### config.mk
export PLATFORM = sky130hd
export DESIGN_NAME = ser_top
export DESIGN_NICKNAME = d
export VERILOG_FILES = /design/src/verilog/ser_latch.v /design/src/verilog/ser_top.v
export VERILOG_INCLUDE_DIRS = /design/src /design/src/verilog
export SDC_FILE = /design/constraint.sdc
export NUM_CORES = 1
export LEC_CHECK = 0
export BUFFER_PORTS_ARGS = -buffer_cell sky130_fd_sc_hd__buf_2
export CORE_MARGIN = 4
export CORE_UTILIZATION = 51
export CTS_BUF_LIST = sky130_fd_sc_hd__clkbuf_8
export CTS_CLUSTER_DIAMETER = 200
export DETAILED_ROUTE_END_ITERATION = 6
export PLACE_DENSITY = 0.91
export SLEW_MARGIN = 20
export SYNTH_ARGS = -nofsm -noshare
export SYNTH_HDL_FRONTEND = slang
export SYNTH_HIERARCHICAL = 1
export SYNTH_SLANG_ARGS = --single-unit
### constraint.sdc
create_clock -name mclk -period 5 [get_ports mclk]
set_clock_uncertainty 0.05 [all_clocks]
set_input_delay 0.75 -clock mclk [delete_from_list [all_inputs] [get_ports mclk]]
set_output_delay 0.75 -clock mclk [all_outputs]
set_load 0.1 [all_outputs]
### src/verilog/ser_map.vh
// Purpose: constants for the status and event reporting block
// Assumes: one 20 MHz clock, commands decoded outside this block
// Notes:   bit positions follow the summary byte and event latch layout
`ifndef SER_MAP_VH
`define SER_MAP_VH
// ----------------------------------------
// Summary byte bit positions
// ----------------------------------------
`define SER_SUM_EQ      2
`define SER_SUM_QUES    3
`define SER_SUM_MAV     4
`define SER_SUM_EVT     5
`define SER_SUM_MASTER  6
`define SER_SUM_OPER    7
// ----------------------------------------
// Event latch bit positions
// ----------------------------------------
`define SER_EV_DONE     0
`define SER_EV_QRY      2
`define SER_EV_DDE      3
`define SER_EV_EXE      4
`define SER_EV_CME      5
`define SER_EV_PON      7
// ----------------------------------------
// Operation register
// ----------------------------------------
// No operation bit has a function, so none may show or latch
`define SER_OPER_USED   16'h0000
// ----------------------------------------
// Error codes pushed to the error queue
// ----------------------------------------
`define SER_ERR_DDE     16'hF_ED4
`define SER_ERR_EXE     16'hF_F38
`define SER_ERR_CME     16'hF_F9C
// ----------------------------------------
// Reset values
// ----------------------------------------
`define SER_RST_BYTE    8'h0_0
`define SER_RST_WORD    16'h0_000
`endif

### src/verilog/ser_latch.v
// Purpose: generic latched event register with enable and sum bit
// Assumes: set and read-clear are one-cycle pulses
// Notes:   a set in the clearing cycle survives the clear
`timescale 1ns/1ps
`include "ser_map.vh"
module ser_latch
#(
   parameter WIDTH = 8
)
(
   // Clock and reset
   input  wire             mclk,
   input  wire             rst,
   // Events
   input  wire [WIDTH-1:0] set_in,
   input  wire             rd_clr,
   // Enable and result
   input  wire [WIDTH-1:0] enable,
   output reg  [WIDTH-1:0] latch_r,
   output wire             sum_bit
);
   genvar i;
   generate
      for (i = 0; i < WIDTH; i = i + 1)
      begin : g_bit
         always @(posedge mclk or posedge rst)
         begin
            if (rst)
               latch_r[i] <= 1'b0;
            else if (set_in[i])
               latch_r[i] <= 1'b1;
            else if (rd_clr)
               latch_r[i] <= 1'b0;
         end
      end
   endgenerate
   assign sum_bit = |(latch_r & enable);
endmodule

### src/verilog/ser_top.v
// Purpose: status byte, event latch and operation register of the unit
// Assumes: command decoder drives one-cycle strobes synchronous to mclk
// Notes:   all outputs are registered
`timescale 1ns/1ps
`include "ser_map.vh"
module ser_top
#(
   parameter OPW = 16
)
(
   // Clock and reset
   input  wire           mclk,
   input  wire           rst,
   // Lower summary inputs from outside
   input  wire           err_queue_nonempty,
   input  wire           ques_sum,
   input  wire           msg_avail,
   // Command strobes
   input  wire           completion_marker_cmd,
   input  wire           cmds_pending,
   input  wire           read_without_query,
   input  wire           response_unfetched,
   input  wire           device_fault,
   input  wire           exec_fail,
   input  wire           cmd_bad,
   // Mask writes
   input  wire           evmask_wr,
   input  wire [7:0]     evmask_wdata,
   input  wire           reqmask_wr,
   input  wire [7:0]     reqmask_wdata,
   input  wire           oper_en_wr,
   input  wire [OPW-1:0] oper_en_wdata,
   // Reads
   input  wire           evlatch_rd,
   input  wire           oper_rd,
   // Operation activity
   input  wire [OPW-1:0] oper_live,
   // Outputs
   output reg  [7:0]     status_summary_byte,
   output reg  [7:0]     event_status_rdata,
   output reg  [7:0]     event_enable_mask,
   output reg  [7:0]     request_enable_mask,
   output reg  [OPW-1:0] operation_status_cond,
   output reg  [OPW-1:0] operation_status_event,
   output reg  [OPW-1:0] operation_enable_mask,
   output reg            service_request,
   output reg            err_push,
   output reg  [15:0]    err_code
);
   // ----------------------------------------
   // Completion marker wait
   // ----------------------------------------
   reg        done_wait_r;
   reg        pon_r;
   wire       done_set;
   assign done_set = (done_wait_r | completion_marker_cmd) & ~cmds_pending;
   always @(posedge mclk or posedge rst)
   begin
      if (rst)
         done_wait_r <= 1'b0;
      else if (done_set)
         done_wait_r <= 1'b0;
      else if (completion_marker_cmd)
         done_wait_r <= 1'b1;
   end
   // Power-on flag raised once after reset release
   always @(posedge mclk or posedge rst)
   begin
      if (rst)
         pon_r <= 1'b1;
      else
         pon_r <= 1'b0;
   end
   // ----------------------------------------
   // Event latch
   // ----------------------------------------
   wire [7:0] ev_set;
   wire [7:0] ev_q;
   wire       ev_sum;
   assign ev_set[`SER_EV_DONE] = done_set;
   assign ev_set[1]            = 1'b0;
   assign ev_set[`SER_EV_QRY]  = read_without_query
                               | response_unfetched;
   assign ev_set[`SER_EV_DDE]  = device_fault;
   assign ev_set[`SER_EV_EXE]  = exec_fail;
   assign ev_set[`SER_EV_CME]  = cmd_bad;
   assign ev_set[6]            = 1'b0;
   assign ev_set[`SER_EV_PON]  = pon_r;
   ser_latch #(.WIDTH(8)) u_evlatch
   (
      .mclk    (mclk),
      .rst     (rst),
      .set_in  (ev_set),
      .rd_clr  (evlatch_rd),
      .enable  (event_enable_mask),
      .latch_r (ev_q),
      .sum_bit (ev_sum)
   );
   // ----------------------------------------
   // Operation register
   // ----------------------------------------
   // No function is defined, so only the used mask bits can ever latch
   wire [OPW-1:0] op_set;
   wire [OPW-1:0] op_q;
   wire           op_sum;
   reg  [OPW-1:0] op_prev_r;
   assign op_set = op_prev_r & ~oper_live & `SER_OPER_USED;
   ser_latch #(.WIDTH(OPW)) u_oper
   (
      .mclk    (mclk),
      .rst     (rst),
      .set_in  (op_set),
      .rd_clr  (oper_rd),
      .enable  (operation_enable_mask),
      .latch_r (op_q),
      .sum_bit (op_sum)
   );
   // ----------------------------------------
   // Summary byte
   // ----------------------------------------
   reg  [7:0] sum_nxt;
   reg  [7:0] sum_prev_r;
   wire       master_sum;
   always @*
   begin
      sum_nxt                 = `SER_RST_BYTE;
      sum_nxt[`SER_SUM_EQ]    = err_queue_nonempty;
      sum_nxt[`SER_SUM_QUES]  = ques_sum;
      sum_nxt[`SER_SUM_MAV]   = msg_avail;
      sum_nxt[`SER_SUM_EVT]   = ev_sum;
      sum_nxt[`SER_SUM_OPER]  = op_sum;
   end
   // Mask bit 6 ignored, the master bit is never its own source
   assign master_sum = |(sum_nxt & request_enable_mask
                         & ~(8'h4_0));
   // ----------------------------------------
   // Registers and outputs
   // ----------------------------------------
   always @(posedge mclk or posedge rst)
   begin
      if (rst)
      begin
         status_summary_byte    <= `SER_RST_BYTE;
         sum_prev_r             <= `SER_RST_BYTE;
         event_status_rdata     <= `SER_RST_BYTE;
         event_enable_mask      <= `SER_RST_BYTE;
         request_enable_mask    <= `SER_RST_BYTE;
         operation_status_cond  <= `SER_RST_WORD;
         operation_status_event <= `SER_RST_WORD;
         operation_enable_mask  <= `SER_RST_WORD;
         op_prev_r              <= `SER_RST_WORD;
         service_request        <= 1'b0;
         err_push               <= 1'b0;
         err_code               <= `SER_RST_WORD;
      end
      else
      begin
         status_summary_byte    <= sum_nxt
                                 | {1'b0, master_sum, 6'h0_0};
         sum_prev_r             <= sum_nxt & request_enable_mask;
         event_status_rdata     <= ev_q;
         if (evmask_wr)
            event_enable_mask   <= evmask_wdata;
         if (reqmask_wr)
            request_enable_mask <= reqmask_wdata;
         if (oper_en_wr)
            operation_enable_mask <= oper_en_wdata;
         op_prev_r              <= oper_live & `SER_OPER_USED;
         operation_status_cond  <= oper_live & `SER_OPER_USED;
         operation_status_event <= op_q & `SER_OPER_USED;
         service_request <= |(sum_nxt & request_enable_mask
                              & ~sum_prev_r & ~(8'h4_0));
         err_push <= device_fault | exec_fail | cmd_bad;
         if (device_fault)
            err_code <= `SER_ERR_DDE;
         else if (exec_fail)
            err_code <= `SER_ERR_EXE;
         else if (cmd_bad)
            err_code <= `SER_ERR_CME;
      end
   end
endmodule

# Yosys cells after proc, flatten, opt, wreduce, memory -nomap -nowiden
# Index checks and enable logic that the tools add are counted.
# classes
eq_ne,0
n_reduce_logical,11
shift,0
muxes,12
n_div,0
n_lt_le_gt_ge,0
n_addsub,0
multipliers,0
bitwise_logic,11
# op_table
op,count
16-bit two-way mux,3
8-bit bitwise AND,2
2-bit nonzero test,7
7-bit OR reduction,2
1-bit two-way mux,9
6-bit by 8-bit bitwise AND with 8-bit output,1
8-bit inverter,1
8-bit OR reduction,1
6-bit by 7-bit OR with 7-bit output,1
1-bit OR,4
3-bit nonzero test,1
1-bit bitwise AND,1
1-bit inverter,1
# totals
n_memories,0
rom_bits,0
output_inout_bits,98
ramBits,0
latchBits,0
in_bits,65
reg_bits,79
wordCells,51

# Depth between registers and ports, before layout
# Gate-level depths: netlist (run 1).
# depth
ltp_word,5
depth_mapped,6
depth_no_buf,6

# By module
# The synthesis (run 1) kept the hierarchy.
# by_module_without_submodules
module,cells_per_inst,instances,area_per_inst_um2,seq_area_each_um2
ser_top,173,1,2387.3,1502.7
ser_latch at u_oper,44,1,635.6,400.4
ser_latch at u_evlatch,23,1,305.3,200.2

# Least setup slack after synthesis (run 1)
# No wires, ideal clock.
# synth_path
path_type,reg2out
start,"reg, netlist name err_code[14]"
end,out err_code[10]
path_stages_with_launch,2
setup_slack_ns,2.766
t_arrival_ns,1.434
path_buffers,1
required_time_ns,4.200
path_cell_list,dfrtp_1 > buf_4
# synth_rtl
item,line,rtl
to (decl),ser_top.v:48,output reg [15:0] err_code

==> summary.md, run 1 <==
| Metric | Value |
|---|---|
| Cells along the critical path | buf_2 |
| Sequential area share after synthesis | 63.20% |
| Port buffer count | 110 |
| Type of destination of the critical path | output port |
| Leakage | 2.053 nW |
| Crit path launch type | register |
| Worst Setup SP | err_code[14]$_DFFE_PP0P_ |
| Sum Neg Setup Slack | 0 ns |
| Most common cell after layout, fill and taps aside | buf_2 |
| Design area | 4016 um^2 |
| Crit path required time | around 4.2 ns |
| First-pass GRT wire length | 9.784 mm |
| Final Hold Fails | 0 |
| Detailed router's first-iteration violation count | 47 |
| Synth Cell Area | between 3000 and 4000 um^2 |
| Final Critical Period | 2.049 ns |
| Post_cts resized | 0 |
| Most frequent cells in the layout | buf_2, dfrtp_1, conb_1, mux2_2, a21o_1 |
| H-Tree Depth | 3 |
| WL/cell | about 14 um |
| Area of the core | between 6000 and 7000 um^2 |
| Synthesized area per cell | approximately 14 um^2 |
| Synth unique cells | 27 |
| Die width | approximately 89 um |
| Clk Latency, worst-skew pair | 0.35 ns |
| Setup CP Type | reg -> out |
| All-Layer GR Usage | between 10% and 20% |
| Final wirelength | 6.305 mm |
| HP Class | in -> async |
| Clock Tree Buf Depth | 2 |
| Reg2reg start | u_oper/latch_r[4]$_DFFE_PP0P_ |
| Pin count of the biggest net entering global routing | 49 |
| Maximum vdd drop | between 0.2 and 0.3 mV |
| Pwr Density | about 450 nW/um^2 |
| Die area | 7882 um^2 |
| Num Clock Sinks | 84 |
| GR Overflow Total | 0 |
| Initial core utilization | 52.41% |
| RSZ-0062 raised after global routing | no |
| DRC viols | 0 |
| Mapped Cells | 240 |
| Share of cells above drive strength 1 | 45.82% |
| DR vias | 2096 |
| DRT antenna net count | 0 |
| Fmax | 0.4881 GHz |
| Critical path's top delay family | buffers and inverters |
| Initial antenna violation count | 0 |
| Worst stage delay on the critical path | 0.46 ns |
| Row Count | 29 |
| Via density | 4.679 |
| Antenna Cells | 0 |
| Detailed placement HPWL | 4.866 mm |
| Critical Path AT | 1.25 ns |
| First drt pass iteration count | 4 |
| Worst slew pin tran | 0.6186 ns |
| Dpl cell area | 3816 um^2 |
| Area growth, synth to finish | 20.68% |
| CP max stage cell | buf_2 |
| CTS Root Cell | clkbuf_8 |
| CTS tree | yes |
| CTS Buf Count | 9 |
| CP Max Fanout | 9 |
| Fin nets | 431 |
| Synth Warn # | 6 |
| Post-CTS setup buffer count | 0 |
| Chip Height | 88.78 um |
| Vias in the first global route | approximately 2000 |
| Part of the cycle the worst path needs | 40.98% |
| Outcome | finished, final reports clean |
| GP Congestion | 0.7328 |
| I/O pin total | approximately 160 |
| Clock slew at reported path FFs | around 0.09 ns |
| Seq cells post-synth | 84 |
| Buf/Inv on CP | 1 |
| Max_slew headroom | slightly below 60% |
| Max Cap Viol | 0 |
| Endpoints failing setup | 0 |
| Slew Limit Fails | 0 |
| CTS Hold Buffers Added | 0 |
-- metal layers --
layer	vias to the layer above	track usage (%)	part of all wire (%)
li1	971	-	-
met1	1033	20.58	39
met2	81	27.46	52
met3	11	3.166	7.2
met4	0	8.242	2.1
met5	-	0	0
-- where the power goes --
part           total, mW  internal (mW)  switching (mW)
registers          0.768          0.733          0.0342
logic              0.555         0.0850           0.470
clock network      0.481          0.245           0.237
-- Yosys cell counts --
library cell | n | area, um^2
a211o_1 | 1 | 8.760
a21o_1 | 23 | 172.7
a21o_2 | 2 | 17.52
a21oi_1 | 1 | 5.000
a221oi_2 | 4 | 60.06
a22o_1 | 4 | 35.03
a22oi_1 | 4 | 30.03
and2_1 | 1 | 6.260
buf_2 | 4 | 20.02
buf_4 | 45 | 337.8
buf_6 | 1 | 11.26
conb_1 | 1 | 3.750
dfrtp_1 | 83 | 2077
dfstp_2 | 1 | 26.28
inv_1 | 10 | 37.54
inv_2 | 1 | 3.750
mux2_2 | 32 | 360.4
nand2_1 | 4 | 15.01
nand4_1 | 3 | 18.77
nor2_1 | 7 | 26.28
nor2b_1 | 1 | 6.260
nor3_1 | 1 | 5.000
o21bai_1 | 1 | 7.510
o22ai_1 | 2 | 12.51
or2_1 | 1 | 6.260
or2_2 | 1 | 6.260
or3_4 | 1 | 11.26
-- cell families after synthesis --
kind of cell    Yosys count  share of synthesized area [%]
other cells               1                         0.1127
flops                    84                          63.20
buf+inv                  61                          12.33
simple gates             20                          3.045
compound gates           42                          10.49
mux                      32                          10.83
-- registers in the layout, indices dropped and copies added (netlist names), 5 cells and up --
| signal | cells |
|---|---|
| operation_enable_mask | 16 |
| u_oper/latch_r | 16 |
| event_enable_mask | 8 |
| event_status_rdata | 8 |
| request_enable_mask | 8 |
| u_evlatch/latch_r | 8 |
| status_summary_byte | 6 |
| err_code | 5 |
| sum_prev_r | 5 |
-- metrics by stage --
| step | std cells | util [%] | worst slack, ns | hold slack [ns] | total power, mW |
|---|---|---|---|---|---|
| after global placement | 432 | 60.10 | 3.329 | 0.3415 | 1.329 |
| after floorplan | 294 | - | 2.717 | 0.3249 | 1.275 |
| after global routing | 448 | 63.25 | 2.881 | 0.3075 | 1.874 |
| after CTS | 448 | 63.25 | 2.930 | 0.2886 | 1.819 |
| final | 448 | 63.25 | 2.951 | 0.2934 | 1.804 |
| after detailed placement | 432 | 60.10 | 3.288 | 0.3411 | 1.339 |
-- final cells by class --
cell class | count | area (um^2)
clock buffer | 10 | 137.6
clock inverter | 6 | 62.56
fill | 509 | 2333
inverter | 11 | 41.29
multi-input combinational | 149 | 1017
sequential | 84 | 2103
tap | 77 | 96.34
timing repair buffer | 111 | 558.0
-- final timing paths --
check | slack, ns | depth (start not counted) | endpoint
max | 2.95 | 1 | err_code[10]
min | 0.29 | 2 | event_enable_mask[2]$_DFFE_PP0P_
max reg2reg | 3.30 | 6 | service_request$_DFF_PP0_
min reg2reg | 0.37 | 0 | event_status_rdata[2]$_DFF_PP0_
max in group asynchronous | 3.71 | 3 | status_summary_byte[3]$_DFF_PP0_
min in group mclk | 0.37 | 0 | event_status_rdata[2]$_DFF_PP0_
(Power assumes the default switching activity.)
==> run 2: changes to the inputs <==
--- a/config.mk
+++ b/config.mk
@@ -6,13 +6,14 @@
 export SDC_FILE = /design/constraint.sdc
 export NUM_CORES = 1
 export LEC_CHECK = 0
+export ABC_AREA = 1
 export BUFFER_PORTS_ARGS = -buffer_cell sky130_fd_sc_hd__buf_2
 export CORE_MARGIN = 4
-export CORE_UTILIZATION = 51
+export CORE_UTILIZATION = 44
 export CTS_BUF_LIST = sky130_fd_sc_hd__clkbuf_8
 export CTS_CLUSTER_DIAMETER = 200
 export DETAILED_ROUTE_END_ITERATION = 6
-export PLACE_DENSITY = 0.91
+export PLACE_DENSITY = 0.82
 export SLEW_MARGIN = 20
 export SYNTH_ARGS = -nofsm -noshare
 export SYNTH_HDL_FRONTEND = slang
==> constraint.sdc (replaced) <==
create_clock -name mclk -period 1.7 [get_ports mclk]
set_clock_uncertainty 0.05 [all_clocks]
set_input_delay 0.255 -clock mclk [delete_from_list [all_inputs] [get_ports mclk]]
set_output_delay 0.255 -clock mclk [all_outputs]
set_load 0.1 [all_outputs]
==> run 2 against run 1 <==
Die area increased by 25%. Synthesized cell count increased by 30%. Non-clock buffer count increased by 4. Cell count increased by 22%. Sequential share of layout area decreased by 4.1 points. Global-route usage decreased by 2.1 points. Flip-flop and latch count unchanged. Cell area increased by 8.6%. Wire length increased by 7.2%. First-iteration DRC count decreased by 74%. Critical path type unchanged. Highest routed layer unchanged.
==> summary.md, run 2 <==
| Metric | Value |
|---|---|
| Most frequent cells in the layout | buf_2, dfrtp_1, conb_1, nand2_1, inv_1 |
| Post-synth ARST share | 100.0% |
| Buf/Inv on CP | 1 |
| Initial antenna violation count | 0 |
| Detailed placement HPWL | 5.226 mm |
| Final Critical Period | 1.533 ns |
| Die area | ~9800 um^2 |
| Top post-synthesis cells by area | dfrtp_1, buf_4, mux2_2 |
| Max Cap Viol | 0 |
| Fmax | between 0.6 and 0.7 GHz |
| Crit path required time | 1.39 ns |
| Area share of the leading cell type in the synthesized netlist | 56.83% |
| FILL cells | 700 |
| Clock Tree Buf Depth | 2 |
| Share of cells above drive strength 1 | 40.67% |
| Pwr Density | 1211 nW/um^2 |
| Pin count of the biggest net entering global routing | 39 |
| CTS Hold Buffers Added | 4 |
| DRC viols | 0 |
| First-pass GRT wire length | 11.17 mm |
| Endpoints failing setup | 0 |
| Top Registers | operation_enable_mask x16, u_oper/latch_r x16 |
| Post_cts resized | 0 |
| Slew Limit Fails | 0 |
| Row Count | 32 |
| Leakage | 2.360 nW |
| RSZ-0062 raised after global routing | no |
| Most frequent cells after synthesis | dfrtp_1, nand2_1, buf_4, inv_1, mux2_2 |
| Worst slew pin tran | 0.6556 ns |
| CTS Root Cell | clkbuf_8 |
| Clock slew at reported path FFs | about 0.1 ns |
| Cells along the critical path | buf_2 |
| EDFF count, synth | 0 |
| DR vias | 2257 |
| Crit path depth | 1 |
| Critical path's top delay family | buffers and inverters |
| Most common cell after layout, fill and taps aside | buf_2 |
| Crit path launch type | register |
| Synthesized area per cell | 11.71 um^2 |
| Outcome | finished, final reports clean |
| CTS Buf Count | 9 |
| Final core occ | a little under three fifths |
| Critical Path AT | around 1.2 ns |
| Max_slew headroom | about 56% |
| GP Congestion | 0.7247 |
| Setup CP Type | reg -> out |
| Num Clock Sinks | 84 |
| Vias in the first global route | 2441 |
| Sum Neg Setup Slack | 0 ns |
| Biggest area consumer among synthesized cells | dfrtp_1 |
| Reg2reg start | operation_enable_mask[15]$_DFFE_PP0P_ |
| Synth unique cells | 21 |
| Initial core utilization | between 40% and 50% |
| Maximum vdd drop | 0.5717 mV |
| Worst stage delay on the critical path | between 0.4 and 0.5 ns |
| CTS tree | yes |
| Synth Warn # | 6 |
| Worst Min Path Start | device_fault |
| Worst r2r path cells | 10 |
| Top-count cell post-synth | dfrtp_1 |
| Via density | slightly above 4 |
| HP Class | in -> reg |
| Port buffer count | 110 |
| Final wirelength | 6.756 mm |
| First drt pass iteration count | 4 |
| Chip Height | 99.14 um |
| GR Overflow Total | 0 |
| CP max stage cell | buf_2 |
| Hold Path Sink | err_code[8]$_DFFE_PP0P_ |
| Sequential area share after synthesis | between 50% and 60% |
| Type of destination of the critical path | output port |
| Worst Setup SP | err_code[14]$_DFFE_PP0P_ |
| Part of the cycle the worst path needs | 90.17% |
| Fin nets | 505 |
| Seq cells post-synth | 84 |
| Antenna Cells | 0 |
| Synth Cell Area | 3655 um^2 |
| Final Hold Fails | 0 |
| CP Max Fanout | 9 |
| Die width | roughly 100 um |
| Post-CTS setup buffer count | 0 |
| DRT antenna net count | 0 |
| Mapped Cells | 312 |
| Clk Latency, worst-skew pair | 0.35 ns |
| Area growth, synth to finish | 19.31% |
| Detailed router's first-iteration violation count | 12 |
| I/O pin total | 163 |
| Area of the core | 7888 um^2 |
| FF-to-FF setup slack | 0.39 ns |
| Worst hold stages | 2 |
| All-Layer GR Usage | 14.43% |
| WL/cell | approximately 12 um |
| Multi-input logic area | 1164 um^2 |
| Dominant synthesized flop cell | dfrtp_1 |
| FF/Latch Area | 2105 um^2 |
| R2r endpoint | status_summary_byte[6]$_DFF_PP0_ |
| H-Tree Depth | 3 |
## run 2: changes by cell type after synthesis, moves of 4 or more
cell      change
nand2_1      +47
inv_1        +35
a21o_1       -23
o21bai_2     +16
mux2_2       -10
mux2_4       +10
o21bai_1      +5
a221oi_2      -4
a22o_1        -4
a22oi_1       -4
nand3_1       +4
nor2_1        +4
## run 2: kinds of logic (layout without fill, tap and decap cells)
family / Yosys count / in the layout / share of synthesized area [%]
DFF: 84 / 84 / 57.55
other: 1 / 55 / 0.1026
muxes: 32 / 32 / 10.89
and+or+nand+nor: 69 / 69 / 7.429
AOI/OAI and AO/OA: 29 / 29 / 7.874
buffers and inverters: 97 / 176 / 16.16
## run 2: final cells by class
type | instances | share of cell area [%]
inverter | 45 | 3.960
clock inverter | 7 | 1.320
tap | 102 | 2.927
sequential | 84 | 48.26
timing repair buffer | 115 | 14.00
clock buffer | 9 | 2.841
multi-input combinational | 185 | 26.69
## run 2: worst reg2reg max path, stage by stage, from the launching register on
cell and delay (ns):
dfrtp_1 0.41, nand2_1 0.08, nand2_1 0.05, inv_1 0.04, nand2_1 0.04, nor2_1 0.12
nand2_1 0.09, nand2_1 0.10, inv_1 0.06, nor2_1 0.09, nand3_1 0.07
## run 2: report_power, final
part           total [mW]  switching [mW]  internal [mW]
clock network        1.31           0.756          0.553
logic                1.72            1.43          0.286
registers            2.25          0.0951           2.16
total                5.28            2.28           3.00
## run 2: per-stage QoR
| stage | instance area (um^2) | total power, mW | setup WS, ns | hold slack, ns | std cells |
|---|---|---|---|---|---|
| after global placement | 4139 | 3.985 | 0.4053 | 0.2081 | 527 |
| final | 4360 | 5.279 | 0.1670 | 0.02902 | 547 |
| after detailed placement | 4139 | 4.014 | 0.3807 | 0.2147 | 527 |
| after floorplan | 3862 | 3.830 | 0.02645 | 0.02066 | 366 |
| after CTS | 4360 | 5.347 | 0.1328 | 0.008422 | 547 |
| after global routing | 4360 | 5.525 | 0.09586 | 0.01894 | 547 |
## run 2: worst max path at each step
stage	end	slack (ns)
2_1_floorplan	service_request$_DFF_PP0_	0.03
3_3_place_gp	status_summary_byte[6]$_DFF_PP0_	0.41
3_5_place_dp	status_summary_byte[6]$_DFF_PP0_	0.38
4_1_cts	err_code[11]	0.13
5_1_grt	err_code[14]	0.1
6_report	err_code[11]	0.17
## run 2: per-layer routing
metal	share of wire, %	GRT usage [%]	vias up
met5	0	0	-
met4	2.3	7.353	0
met3	7.0	3.156	13
met2	53	26.55	85
met1	37	15.42	1038
li1	-	-	1121
